==> src/hdl/apcc_pkg.sv <==
// package: shared constants and types for the converter control link
package apcc_pkg;
  // operating modes as carried in the mode register
  typedef enum logic [3:0] {
    MODE_POWER_ON_LOAD = 4'h0,
    MODE_SINGLE_MEASURE = 4'h1,
    MODE_DUAL_MEASURE = 4'h2,
    MODE_WAKEUP = 4'h3,
    MODE_INT_CLOCK_SINGLE = 4'h7
  } apcc_mode_e;
  // device register addresses on the register link
  localparam logic [3:0] ADDR_MODE = 4'h0;
  localparam logic [3:0] ADDR_CHAN_A = 4'h1;
  localparam logic [3:0] ADDR_CHAN_B = 4'h2;
  localparam logic [3:0] ADDR_GENERAL = 4'h3;
  localparam logic [3:0] ADDR_THRESHOLD = 4'h4;
  localparam logic [3:0] ADDR_CAL = 4'h5;
  localparam logic [3:0] ADDR_TRIM = 4'h6;
  localparam logic [3:0] ADDR_FACTORY = 4'h7;
  localparam logic [3:0] ADDR_RESULT = 4'h8;
  // load sequence pacing
  localparam int LOAD_PULSES = 188;
  // default threshold is two to the power fourteen
  localparam logic [15:0] THRESHOLD_RST = 16'h4000;
  // default channel a config: gain 100, osr 64, chop 4, avg 1
  localparam logic [1:0] GAIN_100 = 2'h3;
  localparam logic [1:0] GAIN_6 = 2'h0;
  localparam logic [15:0] CHAN_A_RST = 16'h0003;
  localparam logic [15:0] CHAN_B_RST = 16'h0000;
  localparam logic [15:0] GENERAL_RST = 16'h0000;
  // channel config fields
  localparam int CFG_GAIN_LSB = 0;
  localparam int CFG_OSR_BIT = 2;
  localparam int CFG_CHOP_BIT = 3;
  localparam int CFG_AVG_LSB = 4;
  localparam int CFG_MUX_LSB = 8;
  localparam int CFG_TSENS_BIT = 12;
  // general config fields
  localparam int GEN_CUR_LSB = 0;
  localparam int GEN_ROUTE_LSB = 5;
  localparam int GEN_SHUNT_LO_BIT = 7;
  localparam int GEN_SHUNT_HI_BIT = 8;
  localparam int GEN_REPEAT_LSB = 9;
  // trim register fields
  localparam int TRIM_VALUE_LSB = 0;
  localparam int TRIM_TEMPCO_LSB = 6;
  localparam int TRIM_CUR_LSB = 11;
  // current route codes
  localparam logic [1:0] ROUTE_OFF = 2'h0;
  localparam logic [1:0] ROUTE_BATTERY = 2'h1;
  localparam logic [1:0] ROUTE_EXT_TEMP_REF = 2'h2;
  localparam logic [1:0] ROUTE_EXT_TEMP_SENSOR = 2'h3;
  // temperature reference at 23 degC, arbitrary factory value
  localparam logic [10:0] FACTORY_TEMP_RST = 11'h59c;
  // apb register offsets of the host controller
  localparam logic [7:0] HOST_CMD = 8'h00;
  localparam logic [7:0] HOST_WDATA = 8'h04;
  localparam logic [7:0] HOST_RDATA = 8'h08;
  localparam logic [7:0] HOST_STATUS = 8'h0c;
  // host command bit positions
  localparam int CMD_GO_BIT = 8;
  localparam int CMD_READ_BIT = 9;
endpackage

==> src/hdl/apcc_link_if.sv <==
// interface: register link between host controller and converter control
`timescale 1ns/1ps
interface apcc_link_if;
  logic req; // host request strobe
  logic wr; // 1 write, 0 read
  logic [3:0] addr; // device register address
  logic [15:0] wdata; // write data
  logic ack; // device answer pulse
  logic [16:0] rdata; // read data
  logic ready_irq_n; // active low ready / load pacing
  logic ext_clk_present; // external clock detect level
  modport device (input req, input wr, input addr, input wdata,
    input ext_clk_present, output ack, output rdata, output ready_irq_n);
  modport host (output req, output wr, output addr, output wdata,
    input ack, input rdata, input ready_irq_n);
endinterface

==> src/hdl/apcc_device.sv <==
// module: converter control end, load sequence, modes and config registers
// What this block does
// reset enters load mode, internal clock on
// copy trim and cal images, 188 pulses
// no external clock: wakeup mode, threshold 2^14
// external clock: single measure with defaults
// selected gain factor loads as zeros
// host restores calibration factor after reset
// calibration and trim writable after loading
// mux switches follow config registers
// value trim steps reference 5.1 mV
// tempco trim takes 0..31 immediately
// host trims tempco before value
// current level: 31 steps of 8 uA
// current routes to battery, ref, sensor
// shunt test sources; open terminal sets overflow
// temperature sensor uses gain 6
// factory register holds 11-bit 23 degC reading
// host computes temperature from stored reference
// rate = clock / (osr * chop * avg)
// dual mode: no averaging, alternate channels
// ready low when new result available
// mode commands ignored until loading done
`timescale 1ns/1ps
module apcc_device #(
  parameter logic [15:0] TRIM_IMAGE = 16'h0000,
  parameter logic [15:0] CAL_IMAGE = 16'h0000,
  parameter int RESULT_PERIOD = 64
) (
  input wire logic pclk,
  input wire logic presetn,
  apcc_link_if.device link,
  input wire logic [15:0] adc_sample,
  input wire logic adc_saturated,
  output logic int_osc_en,
  output logic [3:0] mode_out,
  output logic [15:0] mux_switches,
  output logic [4:0] current_level,
  output logic [3:0] current_route_en,
  output logic [1:0] shunt_src_en,
  output logic [1:0] pga_gain,
  output logic [5:0] ref_value_trim,
  output logic [4:0] ref_tempco_trim,
  output logic [4:0] current_trim,
  output logic [13:0] rate_divisor,
  output logic active_channel_b
);
  // load sequencer states, gray along load, decide, run
  typedef enum logic [1:0] {
    ST_LOAD = 2'b00,
    ST_DECIDE = 2'b01,
    ST_RUN = 2'b11
  } apcc_dev_st_e;
  apcc_dev_st_e state_q;
  logic [7:0] pulse_cnt_q; // load pulses issued
  logic pulse_phase_q; // toggles each clock during load
  logic [3:0] mode_q; // current operating mode
  logic [15:0] chan_a_q; // channel a configuration
  logic [15:0] chan_b_q; // channel b configuration
  logic [15:0] general_q; // general configuration
  logic [15:0] threshold_q; // wake-up threshold
  logic [15:0] trim_q; // working trim register
  logic [15:0] cal_q; // working calibration register
  logic [15:0] gain_factor_q; // selected gain factor in use
  logic [16:0] result_q; // result, bit 16 overflow
  logic [13:0] rate_cnt_q; // result cadence counter
  logic chan_b_q_sel; // dual mode channel select
  logic ack_q;
  logic [16:0] rdata_q;
  logic ready_n_q;
  logic [15:0] active_cfg;
  logic wr_hit;
  logic [13:0] divisor;

  assign wr_hit = link.req && link.wr;
  assign active_cfg = chan_b_q_sel ? chan_b_q : chan_a_q;

  // sampling-rate divisor from the active configuration
  always_comb
  begin
    logic [13:0] osr;
    logic [13:0] chop;
    logic [13:0] avg;
    osr = active_cfg[apcc_pkg::CFG_OSR_BIT] ? 14'h0080 : 14'h0040;
    chop = active_cfg[apcc_pkg::CFG_CHOP_BIT] ? 14'h0008 : 14'h0004;
    avg = 14'h0001 << active_cfg[apcc_pkg::CFG_AVG_LSB +: 2];
    if (mode_q == apcc_pkg::MODE_DUAL_MEASURE)
    begin
      avg = 14'h0001;
    end
    divisor = 14'((osr * chop) * avg);
  end

  // load sequencer and post-reset mode choice
  always_ff @(posedge pclk or negedge presetn)
  begin
    if (!presetn)
    begin
      state_q <= ST_LOAD;
      mode_q <= apcc_pkg::MODE_POWER_ON_LOAD;
      pulse_cnt_q <= 8'h00;
      pulse_phase_q <= 1'b0;
    end
    else
    begin
      case (state_q)
        ST_LOAD:
        begin
          pulse_phase_q <= ~pulse_phase_q;
          if (pulse_phase_q)
          begin
            pulse_cnt_q <= pulse_cnt_q + 8'h01;
            if (pulse_cnt_q == 8'(apcc_pkg::LOAD_PULSES - 1))
            begin
              state_q <= ST_DECIDE;
            end
          end
        end
        ST_DECIDE:
        begin
          state_q <= ST_RUN;
          if (link.ext_clk_present)
          begin
            mode_q <= apcc_pkg::MODE_SINGLE_MEASURE;
          end
          else
          begin
            mode_q <= apcc_pkg::MODE_WAKEUP;
          end
        end
        ST_RUN:
        begin
          if (wr_hit && link.addr == apcc_pkg::ADDR_MODE)
          begin
            mode_q <= link.wdata[3:0];
          end
        end
        default:
        begin
          state_q <= ST_LOAD;
        end
      endcase
    end
  end

  // configuration registers written over the link
  always_ff @(posedge pclk or negedge presetn)
  begin
    if (!presetn)
    begin
      chan_a_q <= apcc_pkg::CHAN_A_RST;
      chan_b_q <= apcc_pkg::CHAN_B_RST;
      general_q <= apcc_pkg::GENERAL_RST;
      threshold_q <= apcc_pkg::THRESHOLD_RST;
    end
    else if (wr_hit)
    begin
      if (link.addr == apcc_pkg::ADDR_CHAN_A)
      begin
        chan_a_q <= link.wdata;
      end
      else if (link.addr == apcc_pkg::ADDR_CHAN_B)
      begin
        chan_b_q <= link.wdata;
      end
      else if (link.addr == apcc_pkg::ADDR_GENERAL)
      begin
        general_q <= link.wdata;
      end
      else if (link.addr == apcc_pkg::ADDR_THRESHOLD)
      begin
        threshold_q <= link.wdata;
      end
    end
  end

  // trim and calibration: image copy at load, host writes afterwards
  always_ff @(posedge pclk or negedge presetn)
  begin
    if (!presetn)
    begin
      trim_q <= 16'h0000;
      cal_q <= 16'h0000;
      gain_factor_q <= 16'h0000;
    end
    else if (state_q == ST_LOAD)
    begin
      trim_q <= TRIM_IMAGE;
      cal_q <= CAL_IMAGE;
    end
    else if (state_q == ST_RUN && wr_hit)
    begin
      if (link.addr == apcc_pkg::ADDR_TRIM)
      begin
        trim_q <= link.wdata;
      end
      else if (link.addr == apcc_pkg::ADDR_CAL)
      begin
        cal_q <= link.wdata;
        gain_factor_q <= link.wdata;
      end
    end
  end

  // result cadence, channel alternation, ready pin
  always_ff @(posedge pclk or negedge presetn)
  begin
    if (!presetn)
    begin
      rate_cnt_q <= 14'h0000;
      result_q <= 17'h0_0000;
      chan_b_q_sel <= 1'b0;
      ready_n_q <= 1'b1;
    end
    else if (state_q == ST_LOAD)
    begin
      ready_n_q <= pulse_phase_q;
    end
    else if (state_q == ST_RUN && mode_q != apcc_pkg::MODE_WAKEUP)
    begin
      if (rate_cnt_q >= divisor - 14'h0001)
      begin
        rate_cnt_q <= 14'h0000;
        ready_n_q <= 1'b0;
        // zero factor gives zero result until recalibrated
        result_q <= {adc_saturated,
          (gain_factor_q == 16'h0000) ? 16'h0000 : adc_sample};
        if (mode_q == apcc_pkg::MODE_DUAL_MEASURE)
        begin
          chan_b_q_sel <= ~chan_b_q_sel;
        end
        else
        begin
          chan_b_q_sel <= 1'b0;
        end
      end
      else
      begin
        rate_cnt_q <= rate_cnt_q + 14'h0001;
        ready_n_q <= 1'b1;
      end
    end
    else
    begin
      ready_n_q <= 1'b1;
    end
  end

  // register read and ack, one cycle after request
  always_ff @(posedge pclk or negedge presetn)
  begin
    if (!presetn)
    begin
      ack_q <= 1'b0;
      rdata_q <= 17'h0_0000;
    end
    else
    begin
      ack_q <= link.req;
      if (link.req && !link.wr)
      begin
        if (link.addr == apcc_pkg::ADDR_MODE)
        begin
          rdata_q <= {13'h0000, mode_q};
        end
        else if (link.addr == apcc_pkg::ADDR_CHAN_A)
        begin
          rdata_q <= {1'b0, chan_a_q};
        end
        else if (link.addr == apcc_pkg::ADDR_CHAN_B)
        begin
          rdata_q <= {1'b0, chan_b_q};
        end
        else if (link.addr == apcc_pkg::ADDR_GENERAL)
        begin
          rdata_q <= {1'b0, general_q};
        end
        else if (link.addr == apcc_pkg::ADDR_THRESHOLD)
        begin
          rdata_q <= {1'b0, threshold_q};
        end
        else if (link.addr == apcc_pkg::ADDR_CAL)
        begin
          rdata_q <= {1'b0, cal_q};
        end
        else if (link.addr == apcc_pkg::ADDR_TRIM)
        begin
          rdata_q <= {1'b0, trim_q};
        end
        else if (link.addr == apcc_pkg::ADDR_FACTORY)
        begin
          rdata_q <= {6'h00, apcc_pkg::FACTORY_TEMP_RST};
        end
        else if (link.addr == apcc_pkg::ADDR_RESULT)
        begin
          rdata_q <= result_q;
        end
        else
        begin
          rdata_q <= 17'h0_0000;
        end
      end
    end
  end

  // analog control outputs, all registered
  always_ff @(posedge pclk or negedge presetn)
  begin
    if (!presetn)
    begin
      int_osc_en <= 1'b1;
      mode_out <= 4'h0;
      mux_switches <= 16'h0000;
      current_level <= 5'h00;
      current_route_en <= 4'h0;
      shunt_src_en <= 2'h0;
      pga_gain <= apcc_pkg::GAIN_6;
      ref_value_trim <= 6'h00;
      ref_tempco_trim <= 5'h00;
      current_trim <= 5'h00;
      rate_divisor <= 14'h0000;
      active_channel_b <= 1'b0;
    end
    else
    begin
      int_osc_en <= (state_q != ST_RUN) || !link.ext_clk_present;
      mode_out <= mode_q;
      mux_switches <= {general_q[apcc_pkg::GEN_REPEAT_LSB +: 4],
        chan_b_q[apcc_pkg::CFG_MUX_LSB +: 4],
        chan_a_q[apcc_pkg::CFG_MUX_LSB +: 4],
        active_cfg[apcc_pkg::CFG_MUX_LSB +: 4]};
      current_level <= general_q[apcc_pkg::GEN_CUR_LSB +: 5];
      current_route_en <= 4'h1 <<
        general_q[apcc_pkg::GEN_ROUTE_LSB +: 2];
      shunt_src_en <= {general_q[apcc_pkg::GEN_SHUNT_HI_BIT],
        general_q[apcc_pkg::GEN_SHUNT_LO_BIT]};
      pga_gain <= active_cfg[apcc_pkg::CFG_TSENS_BIT] ? apcc_pkg::GAIN_6
        : active_cfg[apcc_pkg::CFG_GAIN_LSB +: 2];
      ref_value_trim <= trim_q[apcc_pkg::TRIM_VALUE_LSB +: 6];
      ref_tempco_trim <= trim_q[apcc_pkg::TRIM_TEMPCO_LSB +: 5];
      current_trim <= trim_q[apcc_pkg::TRIM_CUR_LSB +: 5];
      rate_divisor <= divisor;
      active_channel_b <= chan_b_q_sel;
    end
  end

  assign link.ack = ack_q;
  assign link.rdata = rdata_q;
  assign link.ready_irq_n = ready_n_q;
endmodule

==> src/flat_wrapper.sv <==
// flat-port wrapper written by rule: the top's interface ports become plain ports
module apcc_device_flat 
#(
  parameter logic [15:0] TRIM_IMAGE = 16'h0000,
  parameter logic [15:0] CAL_IMAGE = 16'h0000,
  parameter int RESULT_PERIOD = 64
)
  (pclk, presetn, adc_sample, adc_saturated, int_osc_en, mode_out, mux_switches, current_level, current_route_en, shunt_src_en, pga_gain, ref_value_trim, ref_tempco_trim, current_trim, rate_divisor, active_channel_b, link_req, link_wr, link_addr, link_wdata, link_ext_clk_present, link_ack, link_rdata, link_ready_irq_n);
  apcc_link_if link_i ();
  input wire logic pclk;
  input wire logic presetn;
  input wire logic [15:0] adc_sample;
  input wire logic adc_saturated;
  output logic int_osc_en;
  output logic [3:0] mode_out;
  output logic [15:0] mux_switches;
  output logic [4:0] current_level;
  output logic [3:0] current_route_en;
  output logic [1:0] shunt_src_en;
  output logic [1:0] pga_gain;
  output logic [5:0] ref_value_trim;
  output logic [4:0] ref_tempco_trim;
  output logic [4:0] current_trim;
  output logic [13:0] rate_divisor;
  output logic active_channel_b;
  input wire logic [$bits(link_i.req)-1:0] link_req;
  input wire logic [$bits(link_i.wr)-1:0] link_wr;
  input wire logic [$bits(link_i.addr)-1:0] link_addr;
  input wire logic [$bits(link_i.wdata)-1:0] link_wdata;
  input wire logic [$bits(link_i.ext_clk_present)-1:0] link_ext_clk_present;
  output wire logic [$bits(link_i.ack)-1:0] link_ack;
  output wire logic [$bits(link_i.rdata)-1:0] link_rdata;
  output wire logic [$bits(link_i.ready_irq_n)-1:0] link_ready_irq_n;
  assign link_i.req = link_req;
  assign link_i.wr = link_wr;
  assign link_i.addr = link_addr;
  assign link_i.wdata = link_wdata;
  assign link_i.ext_clk_present = link_ext_clk_present;
  assign link_ack = link_i.ack;
  assign link_rdata = link_i.rdata;
  assign link_ready_irq_n = link_i.ready_irq_n;
  apcc_device #(.TRIM_IMAGE(TRIM_IMAGE), .CAL_IMAGE(CAL_IMAGE), .RESULT_PERIOD(RESULT_PERIOD)) u_core (.pclk(pclk), .presetn(presetn), .link(link_i), .adc_sample(adc_sample), .adc_saturated(adc_saturated), .int_osc_en(int_osc_en), .mode_out(mode_out), .mux_switches(mux_switches), .current_level(current_level), .current_route_en(current_route_en), .shunt_src_en(shunt_src_en), .pga_gain(pga_gain), .ref_value_trim(ref_value_trim), .ref_tempco_trim(ref_tempco_trim), .current_trim(current_trim), .rate_divisor(rate_divisor), .active_channel_b(active_channel_b));
endmodule
==> config.mk <==
export PLATFORM = sky130hd
export DESIGN_NAME = apcc_device_flat
export DESIGN_NICKNAME = d
export VERILOG_FILES = /design/src/hdl/apcc_pkg.sv /design/src/hdl/apcc_link_if.sv /design/src/hdl/apcc_device.sv /design/src/flat_wrapper.sv
export SDC_FILE = /design/constraint.sdc
export NUM_CORES = 1
export LEC_CHECK = 0
export ABC_AREA = 1
export BUFFER_PORTS_ARGS = -buffer_cell sky130_fd_sc_hd__buf_4
export CELL_PAD_IN_SITES_DETAIL_PLACEMENT = 1
export CELL_PAD_IN_SITES_GLOBAL_PLACEMENT = 2
export CORE_ASPECT_RATIO = 1.4
export CORE_MARGIN = 3
export CORE_UTILIZATION = 37
export CTS_BUF_LIST = sky130_fd_sc_hd__clkbuf_2
export DETAILED_ROUTE_END_ITERATION = 7
export GPL_ROUTABILITY_DRIVEN = 0
export PLACE_DENSITY_LB_ADDON = 0.1
export RECOVER_POWER = 25
export SLEW_MARGIN = 25
export SYNTH_ARGS = -nofsm -noshare
export SYNTH_HDL_FRONTEND = slang
export SYNTH_SLANG_ARGS = --single-unit
==> constraint.sdc <==
create_clock -name pclk -period 7.4 [get_ports pclk]
set_clock_uncertainty 0.05 [all_clocks]
set_input_delay 0.74 -clock pclk [delete_from_list [all_inputs] [get_ports pclk]]
set_output_delay 0.74 -clock pclk [all_outputs]
set_load 0.01 [all_outputs]
==> reports/metrics.cfg <==
[synthesis]
seq_area_frac_synth_pct=55.9
synth_top_area_share_pct=54.7
yosys_warnings=0
postSynthCellCount=1222
ys_async_sr_fraction_pct=100
syn_avg_cell_area_um2=8.61
ys_types=38
synth_ff_type=dfrtp_1
yosysTopAreaCell=dfrtp_1
synth_edf_count=0
synthTopCellsByArea=dfrtp_1 (55%), nand2_1 (14%), o21ai_0 (5.9%)
ys_ff_latch=235
syn_area_um2=10500

[cts]
clkTransAtPathRegs_ps=100
htreeDepth=2
clockBufferDepth=3
cts_tree=done
root_buffer=clkbuf_2
clock-sinks=235
clk-insertion-delay-late_ps=930
cts_resized=0
cts_buffers=58

[routing]
drcViolationCount=0
num_vias=8584
drt-vias-per-instance=4.81
antenna_left=0
drtIter0Drc=327
wire_per_inst_um=17.6
dr.pass1.iters=5
wl_um=31400

[place]
pre_cts_slack_ps=1630
hpwlAfterDp_um=22800
portBuffers=117

[grt]
grt_pass1_vias=9182
grt_max_degree=102
track_usage_pct=21.0
overflow=0
grt_pass1_wl_um=50100
antenna_found_initial=1

[worst_setup_path]
crit_fanout=22
startpoint_type=register
cp.required_ps=8140
critPathCaptureType=register
crit_type=reg -> reg
crit_arrival_ps=6440
r2r_cells=27

[power_and_ir_drop]
p_per_area_nw_per_um2=223
vdd_drop_max_v=0.000100
p_leak_nw=6.53

[hold_path]
hold_path.class=in -> reg
min_path_cells=3

[run_status]
outcome=finished with violations
violations=capacitance limit, slew limit

[timing]
fin_ws_ps=1700
finalSetupTns_ps=0
max_slew_margin_pct=-266
hold_viol=0
slew_violations=102
tightest_slew_ps=5480
period_minus_slack_ps=5700
period_share_pct=77.0
rsz0062_at_grt=false
max_freq_mhz=175
setup_viol=0

[floorplanning]
coreArea_um2=27800
initial_core_util_pct=37.8
placementRows=72
die-area_um2=30500
die_h_um=206
dieWidth_um=149
io_pins=126

[finish]
layout.nets=1444
final_common_cell=nand2_1
fill_cells=3298
layout_common_cells=nand2_1 (381), dfrtp_1 (230), inv_1 (133)
drive_gt1_share_pct=17.2
area_growth_syn_to_layout_pct=17.1

[job]
maxCapViolations=1

sequential cells by signal, summed over array words and instances, names as in the netlist, 16 cells and up:
name,flops
u_core.cal_q,16
u_core.chan_a_q,16
u_core.chan_b_q,16
u_core.gain_factor_q,16
u_core.general_q,16
u_core.link.rdata,17
u_core.mux_switches,16
u_core.result_q,17
u_core.threshold_q,16
u_core.trim_q,16
through the flow:
| step | utilization, % | area [µm²] | instances | hold slack, ps | power, mW |
|---|---|---|---|---|---|
| 2_1_floorplan | - | 10600 | 1229 | 304 | 1.70 |
| 3_3_place_gp | 42.0 | 11700 | 1673 | 325 | 1.90 |
| 3_5_place_dp | 42.0 | 11700 | 1673 | 319 | 1.92 |
| 4_1_cts | 44.2 | 12300 | 1783 | 9.57 | 2.81 |
| 5_1_grt | 44.3 | 12300 | 1785 | 38.5 | 2.94 |
| 6_report | 44.3 | 12300 | 1785 | 129 | 2.75 |
final cells by class:
type | count | area, µm² | area share (%)
repair buffers | 132 | 1030 | 8.34
flip-flops and latches | 235 | 5890 | 47.7
clock buffers | 82 | 410 | 3.33
well taps | 370 | 463 | 3.75
inverters | 140 | 526 | 4.26
clock inverters | 18 | 103 | 0.832
multi-input cells | 807 | 3910 | 31.7
diodes | 1 | 2.50 | 0.0203
what timing repair did:
action | CTS | global route
hold endpoints to repair | 109 | 0
buffers inserted | 0 | 0
hold buffers | 10 | 0
setup endpoints to repair | 0 | 0
critical path: stages, from the launching register on:
cell and delay, ps:
dfrtp_1 620, o21ai_0 430, inv_1 130, ha_1 280, inv_1 110, nor2_1 60
ha_1 300, fa_1 480, ha_1 310, ha_1 300, ha_1 340, a21oi_1 190
nand3_1 90, nand2_1 100, inv_1 40, nand2_1 70, nand2_1 50, nand2_1 70
nand2_1 70, nand2_1 60, nand2_1 50, ha_1 310, nand4_1 180, o211ai_1 350
nor2_4 130, nor2_8 300, nand2_1 100, nand2_1 70
per-layer routing:
layer  wire length (µm)  GRT usage [%]  vias to the layer above  share of wire (%)
li1                   -              -                     4182                  -
met1              12900           25.6                     4177                 41
met2              16500           38.0                      159                 53
met3               1180           3.22                       66                3.8
met4                782           6.87                        0                2.5
met5                  0              0                        -                  0
path summary, 6_finish.rpt:
check / from / to / slack, ps
max in group asynchronous: presetn / u_core.rate_cnt_q[1] / 1830
setup reg to reg: u_core.chan_b_q_sel / u_core.result_q[4] / 1700
hold / removal: link_wdata[7] / u_core.general_q[7] / 130
hold reg to reg: u_core.trim_q[11] / u_core.current_trim[0] / 340
min in group asynchronous: presetn / u_core.threshold_q[4] / 2350
setup / recovery: u_core.chan_b_q_sel / u_core.result_q[4] / 1700
synthesized netlist by cell type (all sizes together), types with 10 or more instances:
library cell / instances
o21ai: 130
nor2: 107
dfrtp: 230
nand4: 18
nand2: 385
nor3: 10
ha: 26
buf: 26
clkbuf: 21
a21oi: 29
nand3: 48
xor2: 14
inv: 140
cells by family (layout without fill, tap and decap cells):
| kind of cell | count (synthesis) | in the layout | share of synthesized area (%) |
|---|---|---|---|
| other | 1 | 9 | 0.0356 |
| XOR/XNOR | 18 | 18 | 1.50 |
| buffers and inverters | 187 | 372 | 7.31 |
| flip-flops | 235 | 235 | 55.9 |
| adder cells (fa/ha/maj) | 28 | 28 | 3.47 |
| AO/OA/AOI/OAI | 177 | 177 | 9.14 |
| AND/OR/NAND/NOR | 576 | 576 | 22.6 |
report_power, final:
part	internal, mW	switching [mW]
logic	0.171	0.247
registers	1.40	0.0688
clock network	0.332	0.528
Power figures use the tool's default switching activity.
